<file path="src/rtl/mode_ctl_pkg.sv">
package mode_ctl_pkg;

	// ****************************************
	// mode register layout
	// ****************************************
	localparam int unsigned    CFG_W          = 8;
	localparam logic [7:0]     CFG_RESET      = 8'h02;
	localparam int unsigned    MODE_HI        = 7;
	localparam int unsigned    MODE_LO        = 6;
	localparam int unsigned    RANGE_HI       = 5;
	localparam int unsigned    RANGE_LO       = 4;
	localparam int unsigned    BURNOUT_BIT    = 3;
	localparam int unsigned    BUF_BIT        = 1;
	localparam logic [7:0]     CFG_WMASK      = 8'hFA;

	localparam logic [1:0]     MODE_CONT      = 2'h0;
	localparam logic [1:0]     MODE_RSVD      = 2'h1;
	localparam logic [1:0]     MODE_SINGLE    = 2'h2;
	localparam logic [1:0]     MODE_PDOWN     = 2'h3;

	localparam logic [1:0]     RANGE_FULL     = 2'h0;
	localparam logic [1:0]     RANGE_HALF     = 2'h1;
	localparam logic [1:0]     RANGE_QUARTER  = 2'h2;
	localparam logic [1:0]     RANGE_EIGHTH   = 2'h3;

	// ****************************************
	// timing
	// ****************************************
	localparam int unsigned    CLK_HZ         = 40000000;
	localparam int unsigned    RATE_HZ        = 120;
	localparam int unsigned    PERIOD_CYC     = CLK_HZ / RATE_HZ;
	localparam int unsigned    SETTLE_PERIODS = 2;
	localparam int unsigned    DATA_W         = 16;

	// ****************************************
	// carriers
	// ****************************************
	typedef struct packed {
		logic [1:0] mode_select;
		logic [1:0] range_select;
		logic       burnout_enable;
		logic       buffer_enable;
	} cfg_fields_t;

	typedef struct packed {
		logic       buffer_on;
		logic       burnout_on;
		logic       powered;
		logic [3:0] span_onehot;
	} analog_ctl_t;

endpackage : mode_ctl_pkg

</file>
<file path="src/rtl/result_store.sv">
`timescale 1ns/10ps
`default_nettype none
module result_store
	import mode_ctl_pkg::*;
#(
	parameter int unsigned W = DATA_W
) (
	input  wire logic         i_core_clk,
	input  wire logic         i_rst_b,
	input  wire logic         i_we,
	input  wire logic [W-1:0] i_wdata,
	output logic      [W-1:0] o_rdata
);
	// ****************************************
	// data register, read data from flop
	// ****************************************
	always_ff @(posedge i_core_clk or negedge i_rst_b) begin
		if (!i_rst_b) begin
			o_rdata <= '0;
		end else if (i_we) begin
			o_rdata <= i_wdata;
		end
	end
endmodule : result_store
`default_nettype wire

</file>
<file path="src/rtl/adc_mode_control.sv">
// Function
// RULE1: top two mode bits: 00 continuous, 01 reserved, 10 single, 11 power-down.
// RULE2: continuous mode converts repeatedly, storing each result unprompted.
// RULE3: ready goes low whenever a finished result is available.
// RULE4: continuous read shifts each new result out on serial clocks.
// RULE5: host may instead fetch results by a read-data command.
// RULE6: continuous: first result after two periods, then one per period.
// RULE7: single: power up, convert in two periods, store, ready low, power down.
// RULE8: single mode stays powered down when not converting.
// RULE9: single result and ready low held until read or new conversion.
// RULE10: range bits pick full, half, quarter or eighth span.
// RULE11: burnout bit switches the 100 nA test sources on or off.
// RULE12: burnout sources active only while the input buffer is on.
// RULE13: buffer bit 1 gives buffered input, 0 unbuffered.
// RULE14: host writes zero to the two unused mode bits.
// RULE15: any mode write resets modulator and filter, ready goes not-ready.
// RULE16: completed data read returns ready to not-ready.
// RULE17: burnout requested without buffer stays disabled.
`timescale 1ns/10ps
`default_nettype none
module adc_mode_control
	import mode_ctl_pkg::*;
#(
	parameter int unsigned PERIOD_CYCLES = PERIOD_CYC
) (
	input  wire logic              i_core_clk,
	input  wire logic              i_rst_b,
	input  wire logic              i_cfg_we,
	input  wire logic [CFG_W-1:0]  i_cfg_wdata,
	input  wire logic              i_cont_read,
	input  wire logic              i_data_read_done,
	input  wire logic              i_sclk_pulse,
	input  wire logic [DATA_W-1:0] i_sample,
	output logic      [CFG_W-1:0]  o_cfg_rdata,
	output logic      [DATA_W-1:0] o_data,
	output logic                   o_ready_b,
	output logic                   o_dout,
	output logic                   o_modulator_reset,
	output analog_ctl_t            o_analog
);
	// ****************************************
	// parameter check
	// ****************************************
	// counter is 24 bits wide; periods shorter than two cycles are rejected
	if (PERIOD_CYCLES < 2 || PERIOD_CYCLES > 32'h00FFFFFF) begin : g_bad_period
		$error("PERIOD_CYCLES out of range");
	end

	typedef enum logic [1:0] {ST_IDLE, ST_SETTLE, ST_RUN} phase_t;

	typedef struct packed {
		logic [CFG_W-1:0] cfg;
		phase_t           phase;
		logic [23:0]      cnt;
		logic [1:0]       periods;
		logic             ready_b;
		logic             mod_rst;
		logic [DATA_W-1:0] shift;
		logic [4:0]       shift_left;
		logic             dout;
	} state_t;

	state_t      s_q;
	state_t      s_d;
	cfg_fields_t f;
	logic        done;
	logic        store_we;
	logic [23:0] last_cnt;

	assign last_cnt = 24'(PERIOD_CYCLES - 1);
	// an aborted result never reaches the data register
	assign store_we = done & ~i_cfg_we; // RULE15

	always_comb begin
		f.mode_select    = s_q.cfg[MODE_HI:MODE_LO];
		f.range_select   = s_q.cfg[RANGE_HI:RANGE_LO];
		f.burnout_enable = s_q.cfg[BURNOUT_BIT];
		f.buffer_enable  = s_q.cfg[BUF_BIT];
	end

	// ****************************************
	// conversion sequencer
	// ****************************************
	always_comb begin
		s_d     = s_q;
		done    = 1'b0;
		s_d.mod_rst = 1'b0;
		if (s_q.phase != ST_IDLE) begin
			s_d.cnt = s_q.cnt + 24'h000001;
			if (s_q.cnt == last_cnt) begin
				s_d.cnt     = '0;
				s_d.periods = s_q.periods + 2'h1;
			end
		end
		case (s_q.phase)
			ST_IDLE: begin
				if (f.mode_select == MODE_CONT) begin // RULE1
					s_d.phase = ST_SETTLE; // RULE2
				end
			end
			ST_SETTLE: begin
				if (s_q.cnt == last_cnt && s_q.periods == 2'(SETTLE_PERIODS - 1)) begin
					done      = 1'b1; // RULE6 RULE7
					s_d.phase = (f.mode_select == MODE_CONT) ? ST_RUN : ST_IDLE; // RULE7 RULE8
				end
			end
			ST_RUN: begin
				if (s_q.cnt == last_cnt) begin
					done = 1'b1; // RULE6
				end
			end
			default: begin
				s_d.phase = ST_IDLE;
			end
		endcase
		if (done) begin
			s_d.ready_b    = 1'b0; // RULE3 RULE9
			s_d.shift      = i_sample;
			s_d.shift_left = i_cont_read ? 5'(DATA_W) : 5'h00;
		end else if (i_data_read_done) begin
			s_d.ready_b = 1'b1; // RULE16
		end
		// continuous read: msb first, one bit per host clock
		if (!done && s_q.shift_left != 5'h00 && i_sclk_pulse) begin
			s_d.dout       = s_q.shift[DATA_W-1]; // RULE4
			s_d.shift      = {s_q.shift[DATA_W-2:0], 1'b0};
			s_d.shift_left = s_q.shift_left - 5'h01;
			if (s_q.shift_left == 5'h01) begin
				s_d.ready_b = 1'b1; // RULE16
			end
		end
		// a write restarts everything; it outranks a coinciding result
		if (i_cfg_we) begin
			s_d.cfg        = i_cfg_wdata & CFG_WMASK; // RULE14
			s_d.mod_rst    = 1'b1; // RULE15
			s_d.ready_b    = 1'b1; // RULE15
			s_d.cnt        = '0;
			s_d.periods    = '0;
			s_d.shift_left = '0;
			case (i_cfg_wdata[MODE_HI:MODE_LO])
				MODE_CONT:   s_d.phase = ST_SETTLE; // RULE1
				MODE_SINGLE: s_d.phase = ST_SETTLE; // RULE7
				default:     s_d.phase = ST_IDLE; // RULE1
			endcase
		end
	end

	always_ff @(posedge i_core_clk or negedge i_rst_b) begin
		if (!i_rst_b) begin
			s_q.cfg        <= CFG_RESET;
			s_q.phase      <= ST_SETTLE;
			s_q.cnt        <= '0;
			s_q.periods    <= '0;
			s_q.ready_b    <= 1'b1;
			s_q.mod_rst    <= 1'b1;
			s_q.shift      <= '0;
			s_q.shift_left <= '0;
			s_q.dout       <= 1'b0;
		end else begin
			s_q <= s_d;
		end
	end

	result_store #(
		.W(DATA_W)
	) u_store (
		.i_core_clk(i_core_clk),
		.i_rst_b   (i_rst_b),
		.i_we      (store_we), // RULE2
		.i_wdata   (i_sample),
		.o_rdata   (o_data)
	);

	// ****************************************
	// analog controls
	// ****************************************
	always_comb begin
		o_analog.buffer_on  = f.buffer_enable; // RULE13
		// sources need the buffer to sink their current
		o_analog.burnout_on = f.burnout_enable & f.buffer_enable; // RULE11 RULE12 RULE17
		o_analog.powered    = (s_q.phase != ST_IDLE); // RULE8
		case (f.range_select) // RULE10
			RANGE_FULL:    o_analog.span_onehot = 4'h1;
			RANGE_HALF:    o_analog.span_onehot = 4'h2;
			RANGE_QUARTER: o_analog.span_onehot = 4'h4;
			RANGE_EIGHTH:  o_analog.span_onehot = 4'h8;
			default:       o_analog.span_onehot = 4'h1;
		endcase
	end

	assign o_cfg_rdata       = s_q.cfg;
	assign o_ready_b         = s_q.ready_b;
	assign o_dout            = s_q.dout;
	assign o_modulator_reset = s_q.mod_rst;

endmodule : adc_mode_control
`default_nettype wire

</file>
<file path="config.mk">
export PLATFORM = sky130hd
export DESIGN_NAME = adc_mode_control
export DESIGN_NICKNAME = d
export VERILOG_FILES = /design/src/rtl/mode_ctl_pkg.sv /design/src/rtl/result_store.sv /design/src/rtl/adc_mode_control.sv
export SDC_FILE = /design/constraint.sdc
export NUM_CORES = 1
export LEC_CHECK = 0
export ABC_AREA = 1
export BUFFER_PORTS_ARGS = -buffer_cell sky130_fd_sc_hd__buf_2
export CORE_MARGIN = 8
export CORE_UTILIZATION = 35
export CTS_CLUSTER_SIZE = 28
export DETAILED_ROUTE_END_ITERATION = 10
export GPL_TIMING_DRIVEN = 0
export MAX_ROUTING_LAYER = met4
export PLACE_DENSITY = 0.53
export SLEW_MARGIN = 20
export SYNTH_ARGS = -nofsm -noshare
export SYNTH_HDL_FRONTEND = slang
export SYNTH_SLANG_ARGS = --single-unit
</file>
<file path="constraint.sdc">
create_clock -name i_core_clk -period 2.4 [get_ports i_core_clk]
set_input_delay 0 -clock i_core_clk [delete_from_list [all_inputs] [get_ports i_core_clk]]
set_output_delay 0 -clock i_core_clk [all_outputs]
set_load 0.02 [all_outputs]
</file>
## Yosys cells after proc, flatten, opt, wreduce, memory -nomap -nowiden

Index checks and enable logic that the tools add are counted.
W data, S select, Z words.

| cells by class | value |
|---|---|
| muxes and demuxes | 20 |
| reductions and logical operators | 17 |
| add/subtract/negate cells | 3 |
| equality and inequality tests | 12 |
| bitwise operators | 3 |

Operators with widths:

| operator | count |
|---|---|
| $mux W26 | 2 |
| $mux W30 | 1 |
| $add A24 B1 Y24 const B | 1 |
| $eq A24 B19 Y1 const B | 1 |
| $mux W22 | 1 |
| $mux W21 | 1 |
| $pmux W4 S4 | 1 |
| $mux W5 | 2 |
| $eq A2 B2 Y1 const B | 4 |
| $logic_not A2 Y1 | 4 |
| $reduce_bool A2 Y1 | 4 |
| $mux W1 | 7 |
| $eq A2 B1 Y1 const B | 3 |
| $mux W2 | 3 |
| $ne A3 B3 Y1 const B | 2 |
| $pmux W2 S3 | 1 |
| $eq A5 B1 Y1 const B | 1 |
| $reduce_bool A5 Y1 | 1 |
| $sub A5 B1 Y5 const B | 1 |
| $logic_and A1 B1 Y1 | 3 |
| $reduce_and A3 Y1 | 1 |
| $reduce_bool A3 Y1 | 1 |
| $add A2 B1 Y2 const B | 1 |
| $and A1 B1 Y1 | 2 |
| other kinds (6) | 6 |

| storage, ports and cells | value |
|---|---|
| input bits | 30 |
| register bits after elaboration | 74 |
| word-level logic and storage cells | 65 |
| output and inout bits | 34 |

## Longest topological paths before layout

Gate-level depths: netlist of the first run.

| logic depth | value |
|---|---|
| depth after elaboration | 9 |
| depth in mapped cells | 11 |
| depth with buffers taken out | 11 |

## Modules after synthesis

From an unflattened synthesis of the first run, not the netlist that was laid out.

| second synthesis, totals | value |
|---|---|
| cells, all modules | 516 |
| area total of the unflattened synthesis | 4,186.5 um2 |

Modules (own cells, without submodules):

| module | seq. area each (um2) | area each (um2) | cells each | times used |
|---|---|---|---|---|
| adc_mode_control | 1,456.4 | 3,542.1 | 448 | 1 |
| result_store | 400.4 | 644.4 | 68 | 1 |

## Worst setup path after synthesis of the first run

Ideal clock, no wire load.

| path | value |
|---|---|
| path type | reg-to-reg |
| start point | reg s_q[50] (netlist name) |
| end point | reg s_q[42] (netlist name) |
| arrival | 1.756 ns |
| library setup time | 0.118 ns |
| buffers on the path | 0 |
| clock period less this slack | 1.874 ns |
| setup slack | 0.526 ns |
| required time | 2.282 ns |
| cell stages (with the launch flop) | 11 |
| cells stage by stage | dfstp_2 > inv_1 > ha_1 > inv_2 > nor2_2 > nor2_1 > nand3b_1 > nor2_1 > nand2_1 > o21bai_1 > nor2_1 |

RTL lines:

| what | line | source |
|---|---|---|
| start, declared | adc_mode_control.sv:63 | `state_t s_q;` |

## Worst setup path in the final report of the first run

| path | value |
|---|---|
| start point | reg s_q[50] (netlist name) |
| end point | reg u_store.o_rdata[13] |

| between the ends | value |
|---|---|
| longest elaborated chain between the ends | 3 |
| elaborated cells on any way between the ends | 4 |
| classes of those cells | eq/ne (2); mux (1); bitwise (1) |

Ends and longest elaborated chain:

| what | line | source |
|---|---|---|
| $eq A2 B2 Y1 / $eq A2 B1 Y1 (equally long branches) | adc_mode_control.sv:95 | `case (s_q.phase)` |
| $pmux W1 S2 (*) | adc_mode_control.sv:95 |  |
| $and A1 B1 Y1 (*) | adc_mode_control.sv:72 | `assign store_we = done & ~i_cfg_we;` |
| end signal, assigned | result_store.sv:21 | `o_rdata <= i_wdata;` |
| end, declared | result_store.sv:12 | `output logic [W-1:0] o_rdata` |

Mark *: on every way between the ends. The rest lies on a longest branch, timed or not.
A chain may end at the register's enable or synchronous reset.

==> run metrics, run 1 <==
status finished clean; crit-path cells inv_1, ha_1, inv_1, nor2_1, nand4_4, clkbuf_1, o21ai_0, nand2_1; first-pass GRT wire length 17400 um; skew final 0.00503 ns; core area 11200 um^2; Initial Util 35.3%; HPWL Detailed 7570 um; f_max 459 MHz; max_cap viols 0; sequential-to-total area share from yosys stat 46.9%; initial antenna violation count 0; post-place setup slack 0.225 ns; DR vias/cell 4.72; CTS Sinks 74; ANT cells 0; Mapped Area 3960 um^2; crit path kind reg2reg; crit path DAT 2.41 ns; aggregate global routing overflow 0; die width 122 um; Hold WC Path Type in2reg; Final Slew Violations 0; DRT Pass-1 Iters 4; htree depth 3; initial drt markers 171; Fin. Hold Viols 0; Worst-path clk slew 0.06 ns; vias post-DR 3567; reg2reg path depth 8; clk_lat worst skew 0.35 ns; CTS Buf Count 9; Critical Path Start Type flop; mean routed wirelength per cell 13.7 um; worst-path maximum fanout 10; hold_sp i_cont_read; all-layer global routing usage 15.3%; post-route ant nets 0; CTS tree yes; Final GP Congestion 0.926; Setup crit end kind flop; die height 122 um; CTS root buf clkbuf_16; Yosys warnings 0; EDFF count, synth 0; hold path cells 4; Final min period 2.18 ns; Nets 645; vias in the first global route 3611; Fillers 1140; largest net degree at the start of global routing 55; Post-synth ARST share 100%; drt drc 0; most used cell, CP inv_1; Crit. path cell count 8; Site Rows 39; IO buf count 59; Static Leak 2.48 nW; syn_area_per_cell 7.78 um^2; clk buf depth 2; area delta synth->final 27.2%; largest stage delay on the critical path 0.54 ns; sum of buffers and inverters on the critical path 3; RSZ-0062 raised after global routing no; launching point of the worst reg2reg path s_q[50]; PwrDens 711 nW/um^2; CP required 2.63 ns; final worst setup slack 0.224 ns; Worst Setup EP u_store.o_rdata[13]; setup TNS 0 ns; reg2reg setup slack 0.22 ns; Synth Register Bits 74; worst r2r dst u_store.o_rdata[13]; Synth cell types 36; slowest CP cell dfstp_2; final wirelength 10300 um; I/O pins 64; Die Area 15000 um^2; Setup violations, final 0; crit path launch s_q[50]; IR Drop Worst-Case VDD 490 uV; share of layout cells above drive strength 1 19.0%; top_reg_cell synth dfrtp_1; CP top delay family simple AND/OR/NAND/NOR gates; cells after synthesis 509; period utilization 90.7%
## timing repair
action | CTS | global route
buffers inserted | 0 | 0
hold buffers | 26 | 0
gates resized for setup | 0 | 1
endpoints found under the hold margin | 113 | 0
setup endpoints to repair | 0 | 1
## cell type report
| class | count | area (um^2) | area share [%] |
|---|---|---|---|
| clock inverter | 6 | 66.3 | 1.32 |
| clock buffer | 10 | 239 | 4.75 |
| multi-input combinational | 366 | 1770 | 35.1 |
| buffer | 24 | 166 | 3.31 |
| sequential | 74 | 1860 | 36.9 |
| inverter | 46 | 173 | 3.43 |
| tap | 143 | 179 | 3.55 |
| timing repair buffer | 86 | 586 | 11.6 |
## synthesized netlist by cell type (2+ instances only)
master,instances,area [um^2]
nor2_2,5,31.3
nand4_1,12,75.1
nand3b_1,2,15.0
nor2_4,2,22.5
clkbuf_1,4,15.0
inv_2,5,18.8
buf_4,11,82.6
nor3_1,13,65.1
inv_1,41,154
dfstp_2,4,105
nand2_1,156,586
xor2_1,9,78.8
nand3_1,51,255
xnor2_1,3,26.3
dfrtp_1,70,1750
nor2_1,58,218
ha_1,8,100
buf_2,4,20.0
a21oi_1,7,35.0
buf_6,4,45.0
o21ai_0,25,125
## cell families (layout without fill, tap and decap cells)
family | count (synthesis) | count (layout) | share of synthesized area [%]
compound gates | 39 | 39 | 5.59
xor+xnor | 12 | 12 | 2.66
fa+ha+maj | 8 | 8 | 2.53
buf+inv | 70 | 172 | 8.56
flops | 74 | 74 | 46.9
other cells | 1 | 2 | 0.0947
simple gates | 305 | 305 | 33.7
## where the power goes
group / internal, W / leakage, nW / switching, W
logic: 0.000284 / 1.35 / 0.000501
clock network: 0.000833 / 0.141 / 0.000559
registers: 0.00134 / 0.988 / 0.0000665
## layer usage
layer  vias up  routed length [um]  part of all wire, %  GRT usage (%)
met5         -                   0                    0              -
met4         0                 105                  1.0           4.72
met3         9                 530                  5.1           4.51
met2        79                4890                   47           23.5
met1      1668                4810                   47           19.0
li1       1811                   -                    -              -
## worst register-to-register path: cells and delay by family, from the launching register on
family	cells	cell delay (ns)
adders and majority gates	1	0.27
buffers and inverters	3	0.41
and+or+nand+nor	3	0.63
DFF	1	0.54
AOI/OAI and AO/OA	1	0.22
## sequential cells by signal, indices dropped and copies added, names as in the netlist
register and count:
o_ready_b 1, s_q 49, u_store.o_rdata 16, o_dout 1
o_modulator_reset 1, o_cfg_rdata 6
## worst min path at each step
stage                                   end  slack (ns)
final                                s_q[5]        0.05
after detailed placement            s_q[31]       -0.08
after floorplan              o_cfg_rdata[3]       -0.30
after global routing                 s_q[5]        0.07
after CTS                            s_q[5]        0.05
after global placement    o_modulator_reset        0.17
## cells in the final DEF (no fill, tap or decap), drive strengths merged
master       instances
clkinv               2
nor2                65
nor4                 1
dlygate4sd3         26
nor3b                1
clkinvlp             3
o21bai               1
inv                 46
o21ai               26
nand2              157
nand4               13
ha                   8
o32ai                1
a211oi               1
buf                 80
o31ai                1
o211ai               1
dfstp                4
a21oi                7
dfrtp               70
nand3               52
and2                 1
xnor2                3
clkbuf              14
nor3                13
bufinv               1
xor2                 9
nand3b               2
conb                 2
o22ai                1
## through the flow
stage	utilization (%)	power (W)	instance area [um^2]	std cells	hold slack, ns
floorplan	-	0.00194	3960	510	-0.296
detailed placement	39.8	0.00219	4470	713	-0.0797
finish	44.9	0.00358	5030	755	0.0532
global route	44.9	0.00379	5030	755	0.0724
CTS	44.8	0.00362	5030	755	0.0515
global placement	39.5	0.00217	4440	712	0.168
Power figures use the tool's default switching activity.
==> inputs of run 2 (changes only) <==
--- a/config.mk
+++ b/config.mk
@@ -5,7 +5,6 @@
 export SDC_FILE = /design/constraint.sdc
 export NUM_CORES = 1
 export LEC_CHECK = 0
-export ABC_AREA = 1
 export BUFFER_PORTS_ARGS = -buffer_cell sky130_fd_sc_hd__buf_2
 export CORE_MARGIN = 8
 export CORE_UTILIZATION = 35
==> constraint.sdc (replaced) <==
create_clock -name i_core_clk -period 2.4 [get_ports i_core_clk]
set_input_delay 0.12 -clock i_core_clk [delete_from_list [all_inputs] [get_ports i_core_clk]]
set_output_delay 0.12 -clock i_core_clk [all_outputs]
set_load 0.02 [all_outputs]
==> run 2 against run 1 <==
  * Via count fell by 11%
  * Critical path depth fell by 1
  * Register-to-register slack got worse by 0.18 ns
  * Synthesized cell count fell by 25%
  * Hold slack got worse by 0.046 ns
  * Utilization rose by 0.19 points
  * Sequential power rose by 9%
  * Largest cell class unchanged
==> run metrics, run 2 <==
initial drt markers 125 (-27%); post-route ant nets 0 (unchanged); core area 10800 um^2 (-3.8%); Setup crit end kind flop; Hold WC Path Type in2reg; Reg with most FFs s_q; Setup violations, final 0 (unchanged); Fin. Hold Viols 0 (unchanged); crit path launch s_q[29]; final worst setup slack 0.0419 ns (-0.182 ns); switch share 30.3% (-1.1 points); HPWL Detailed 6970 um (-8.0%); CTS tree yes; clk_lat worst skew 0.35 ns (about the same); most common cell after layout, fill and taps aside dfrtp_1; vias in the first global route 3379 (-6.4%); sequential share of power 42.5% (+3.3 points); EDFF count, synth 0 (unchanged); Worst-path clk slew 0.08 ns (+0.02 ns); final wirelength 9950 um (-3.7%); Synth cell types 55 (+53%); period utilization 98.3% (+7.6 points); CTS Buf Count 9 (unchanged); reg2reg path depth 7 (-1); Cell Int Power 0.00249 W (+1.4%); IO buf count 59 (unchanged); RSZ-0062 raised after global routing yes; Site Rows 38 (-2.6%); Initial Util 35.6% (+0.34 points); IR Drop Worst-Case VDD 458 uV (-6.6%); Final Slew Violations 0 (unchanged); CP required 2.64 ns (about the same); Die Area 14600 um^2 (-2.5%); vias post-DR 3183 (-11%); PwrDens 735 nW/um^2 (+3.3%); Largest register FFs 49 (unchanged); slowest CP cell or4_4; sequential-to-total area share from yosys stat 48.3% (+1.4 points); sequential standard cell area 1860 um^2 (unchanged); Mapped Area 3840 um^2 (-2.9%); DRT Pass-1 Iters 5 (+1); worst-path maximum fanout 10 (unchanged); skew final 0.00962 ns (+0.00459 ns); top post-synthesis cells by count 70 x dfrtp_1, 35 x a21oi_1, 31 x nor2_1; status finished clean; cell area after placement 4350 um^2 (-2.6%); mean routed wirelength per cell 16.0 um (+17%); max_cap viols 0 (unchanged); crit path DAT 2.59 ns (+0.18 ns); Core Util, Final 45.0% (+0.19 points); crit path kind reg2reg; footprint of the multi-input gates 1810 um^2 (+2.5%); cells after synthesis 382 (-25%); Area contributors post-synth dfrtp_1 46%, a21oi_1 4.6%, mux2i_1 4.2%; DR vias/cell 5.13 (+8.5%); area delta synth->final 26.5%; die width 121 um (-1.3%); most frequent cell after synthesis dfrtp_1; share of layout cells above drive strength 1 26.6% (+7.7 points); die height 121 um (-1.3%); Worst Setup EP u_store.o_rdata[6]; Post-synth ARST share 100% (unchanged); Crit. path cell count 7 (-1); Tot Pwr 0.00357 W (-0.22%); reg2reg setup slack 0.04 ns (-0.18 ns); f_max 424 MHz (-7.7%); initial antenna violation count 0 (unchanged); Comb pwr share 24.4% (+2.5 points); syn_area_per_cell 10.1 um^2 (+29%); Fillers 1042 (-8.6%); all-layer global routing usage 14.5% (-0.72 points); largest stage delay on the critical path 0.55 ns (about the same); Yosys warnings 0 (unchanged); largest net degree at the start of global routing 54 (-1.8%); Critical Path Start Type flop; drt drc 0 (unchanged); post-place setup slack -0.509 ns (-0.733 ns); launching point of the worst reg2reg path s_q[29]; Final GP Congestion 0.817 (-12%); sum of buffers and inverters on the critical path 2 (-1); Synth Register Bits 74 (unchanged); slew margin rel. 29.3%; ANT cells 0 (unchanged); CTS root buf clkbuf_8; CTS Sinks 74 (unchanged); clk buf depth 2 (unchanged); I/O pins 64 (unchanged); htree depth 3 (unchanged); cell taking the most area after synthesis dfrtp_1; Static Leak 2.16 nW (-13%); crit-path cells or4_4, nor4_4, buf_4, nand4b_4, nor2_4, buf_8, mux2_1; CP top delay family simple AND/OR/NAND/NOR gates; aggregate global routing overflow 0 (unchanged); top_reg_cell synth dfrtp_1; Switching Power 0.00108 W (-3.9%); first-pass GRT wire length 16700 um (-4.2%); final instance area 4860 um^2 (-3.4%); worst r2r dst u_store.o_rdata[6]; Final min period 2.36 ns (+0.182 ns); Nets 515 (-20%); Worst Tran Pin Value 1.05 ns; commonest non-fill, non-tap cells in the layout 70 x dfrtp_1, 61 x buf_2, 35 x a21oi_1; top cell type's share of synthesized area 45.6% (+1.3 points); Clk pwr share 33.1% (-5.8 points)
[run 2: cell types whose count changed after synthesis, moves of 10 or more]
cell      previous run  this run
a21oi_1              7        35
clkbuf_1             4        15
inv_1               41        20
mux2_1               0        10
mux2_2               0        13
mux2i_1              0        16
nand2_1            156        26
nand3_1             51        13
nor2_1              58        31
o21ai_0             25         8
o32ai_1              1        12
or3_1                0        15
[run 2: cell families after synthesis]
kind of cell	count (synthesis)	share of synthesized area (%)
AO/OA/AOI/OAI	79	13.3
XOR/XNOR	4	0.912
other	1	0.0976
adder cells (fa/ha/maj)	8	2.60
AND/OR/NAND/NOR	128	17.9
buffers and inverters	49	5.92
flip-flops	74	48.3
multiplexers	39	10.9
[run 2: cell type report]
type | instances | share of cell area, %
tap | 140 | 3.60
clock inverter | 6 | 2.37
timing repair buffer | 85 | 11.3
clock buffer | 9 | 2.55
inverter | 21 | 1.62
sequential | 74 | 38.2
buffer | 26 | 3.04
multi-input combinational | 260 | 37.3
[run 2: how the worst min path moves through the flow]
stage,end,start,cells after the start
after CTS,u_store.o_rdata[6],i_sample[6],2
after detailed placement,s_q[41],i_rst_b,1
after global routing,u_store.o_rdata[8],i_sample[8],2
final,u_store.o_rdata[6],i_sample[6],2
after floorplan,o_cfg_rdata[3],i_rst_b,0
after global placement,s_q[50],i_cfg_wdata[6],2
[run 2: power by group through the flow]
stage	clock (W)	sequential, W	combinational (W)
floorplan	0	0.00154	0.000605
global placement	0	0.00154	0.000843
detailed placement	0	0.00154	0.000868
CTS	0.00121	0.00152	0.000885
global route	0.00126	0.00154	0.000969
finish	0.00118	0.00152	0.000872
[run 2: metrics by stage]
stage	hold slack [ns]	TNS, ns	cells
6_report	0.00751	0	621
5_1_grt	0.00139	-0.587	621
4_1_cts	0.000962	0	620
3_5_place_dp	0.0466	-13.89	583
3_3_place_gp	0.304	-13.58	582
2_1_floorplan	-0.176	-0.0753	383
[run 2: metal layers]
metal	global-route usage (%)	share of wire, %	up-vias	wire length (um)
met5	-	0	-	0
met4	5.62	1.4	0	140
met3	2.89	4.5	14	448
met2	24.0	49	78	4900
met1	17.2	45	1529	4460
li1	-	-	1562	-
[run 2: repair_timing]
item	CTS	global route
setup endpoints to repair	58	28
hold buffers	14	0
pin swaps	3	1
hold endpoints to repair	34	0
setup buffers	8	3
gates resized for setup	6	9
==> inputs of run 3 (changes only) <==
--- a/config.mk
+++ b/config.mk
@@ -12,7 +12,8 @@
 export DETAILED_ROUTE_END_ITERATION = 10
 export GPL_TIMING_DRIVEN = 0
 export MAX_ROUTING_LAYER = met4
-export PLACE_DENSITY = 0.53
+export PLACE_DENSITY = 0.65
+export SKIP_LAST_GASP = 1
 export SLEW_MARGIN = 20
 export SYNTH_ARGS = -nofsm -noshare
 export SYNTH_HDL_FRONTEND = slang
==> constraint.sdc (replaced) <==
create_clock -name i_core_clk -period 2.8 [get_ports i_core_clk]
set_input_delay 0.14 -clock i_core_clk [delete_from_list [all_inputs] [get_ports i_core_clk]]
set_output_delay 0.14 -clock i_core_clk [all_outputs]
set_load 0.02 [all_outputs]
==> run 3 against run 2 <==
  * Global-route usage decreased by 0.91 points
  * Clock power decreased by 33%
  * Clock skew about the same
  * Critical endpoint unchanged
  * Largest power group unchanged
  * Non-clock buffer count decreased by 16
  * Combinational power decreased by 16%
==> run metrics, run 3 (synthesis gave the netlist of run 2 again) <==
Worst Tran Pin Value 0.972 ns (-0.0793 ns); Worst-path clk slew 0.08 ns (about the same); Die Area 14600 um^2 (unchanged); hold path cells 2 (unchanged); CP required 3.03 ns (+0.39 ns); Setup crit end kind flop; ANT cells 0 (unchanged); Largest register FFs 49 (unchanged); Setup violations, final 0 (unchanged); worst r2r dst u_store.o_rdata[6]; aggregate global routing overflow 0 (unchanged); core area 10800 um^2 (unchanged); Hold WC Path Type in2reg; slew margin rel. 34.6% (+5.3 points); post-place setup slack -0.189 ns (+0.320 ns); footprint of the multi-input gates 1770 um^2 (-2.2%); Core Util, Final 42.7% (-2.4 points); most common cell after layout, fill and taps aside dfrtp_1; vias in the first global route 3257 (-3.6%); DR vias/cell 5.27 (+2.7%); die height 121 um (unchanged); Non-Filler Instances 606 (-2.4%); commonest non-fill, non-tap cells in the layout 70 x dfrtp_1, 60 x buf_2, 35 x a21oi_1; Initial Util 35.6% (unchanged); IO buf count 59 (unchanged); final wirelength 9180 um (-7.7%); worst-path maximum fanout 10 (unchanged); all-layer global routing usage 13.6% (-0.91 points); Nets 499 (-3.1%); Static Leak 2.03 nW (-6.0%); status finished clean; Critical Path Start Type flop; f_max 384 MHz (-9.5%); reg2reg setup slack 0.19 ns (+0.15 ns); mean routed wirelength per cell 15.2 um (-5.4%); CTS tree yes; CTS Buf Count 9 (unchanged); IR Drop Worst-Case VDD 299 uV (-35%); area delta synth->final 19.9%; Final GP Congestion 0.879 (+7.6%); Final min period 2.61 ns (+0.248 ns); clk_lat worst skew 0.35 ns (about the same); HPWL Detailed 6700 um (-3.8%); crit path kind reg2reg; Fillers 1056 (+1.3%); PwrDens 612 nW/um^2 (-17%); I/O pins 64 (unchanged); CTS Sinks 74 (unchanged); launching point of the worst reg2reg path s_q[41]; Final Slew Violations 0 (unchanged); Site Rows 38 (unchanged); RSZ-0062 raised after global routing no; clk buf depth 2 (unchanged); post-route ant nets 0 (unchanged); initial antenna violation count 0 (unchanged); crit path DAT 2.84 ns (+0.25 ns); Hold Path Sink o_cfg_rdata[1]; largest net degree at the start of global routing 45 (-17%); placed instance count 583 (unchanged); first-pass GRT wire length 15800 um (-5.1%); max_cap viols 0 (unchanged); vias post-DR 3191 (+0.25%); skew final 0.00993 ns (+0.000307 ns); drt drc 0 (unchanged); CTS root buf clkbuf_8; hold_sp i_cfg_wdata[1]; die width 121 um (unchanged); Reg with most FFs s_q; period utilization 93.1% (-5.2 points); reg2reg path depth 7 (unchanged); share of layout cells above drive strength 1 24.7% (-1.9 points); final worst setup slack 0.194 ns (+0.152 ns); htree depth 3 (unchanged); initial drt markers 164 (+31%); Fin. Hold Viols 0 (unchanged); sequential standard cell area 1860 um^2 (unchanged); DRT Pass-1 Iters 4 (-1)
## run 3: cell types whose count changed in the layout (fill, tap and decap cells not counted), sizes merged
| cell | previous run | this run |
|---|---|---|
| clkinv | 2 | 3 |
| clkbuf | 21 | 27 |
| bufinv | 3 | 0 |
| dlygate4sd3 | 14 | 3 |
| buf | 85 | 77 |
## run 3: repair_timing
item	in CTS	in global routing
setup endpoints to repair	15	5
hold buffers	3	0
setup buffers	4	0
endpoints found under the hold margin	30	0
resized for setup	1	1
pin swaps	1	0
## run 3: layout make-up
cell class	count	share of cell area, %
clock buffer	12	3.37
multi-input combinational	260	38.5
tap	140	3.80
buffer	28	3.23
timing repair buffer	67	8.37
sequential	74	40.3
clock inverter	4	0.733
inverter	21	1.71
## run 3: layer usage
| layer | GRT usage, % | up-vias | routed length (um) |
|---|---|---|---|
| li1 | - | 1531 | - |
| met1 | 16.4 | 1557 | 4100 |
| met2 | 21.9 | 93 | 4580 |
| met3 | 3.54 | 10 | 403 |
| met4 | 4.22 | 0 | 103 |
| met5 | - | - | 0 |
## run 3: worst max-delay path: stages (launching register included)
cell and delay, ns:
dfrtp_1 0.43, or4_1 0.59, nor4_4 0.26, buf_4 0.19, nand4b_4 0.20, nor2_4 0.27, buf_6 0.19, mux2_1 0.33
## run 3: worst max-delay path by stage
stage | from | endpoint | slack (ns) | cells after the start
after floorplan | s_q[29] | u_store.o_rdata[10] | 0.37 | 6
after global placement | s_q[29] | s_q[2] | -0.14 | 5
after detailed placement | s_q[29] | s_q[2] | -0.19 | 5
after CTS | s_q[31] | u_store.o_rdata[6] | 0.06 | 6
after global routing | s_q[26] | s_q[46] | 0.04 | 6
final | s_q[41] | u_store.o_rdata[6] | 0.19 | 7
## run 3: power breakdown
| part | switching (W) | internal [W] |
|---|---|---|
| Sequential | 0.0000908 | 0.00121 |
| Combinational | 0.000407 | 0.000323 |
| Clock | 0.000414 | 0.000377 |
| Total | 0.000911 | 0.00191 |
## run 3: metrics by stage
step | power [W] | hold slack (ns) | TNS, ns | area (um^2)
floorplan | 0.00184 | -0.156 | 0 | 3850
global placement | 0.00203 | 0.333 | -0.444 | 4320
detailed placement | 0.00205 | 0.110 | -1.12 | 4350
CTS | 0.00285 | 0.0102 | 0 | 4600
global route | 0.00300 | 0.00466 | 0 | 4610
finish | 0.00282 | 0.0195 | 0 | 4610
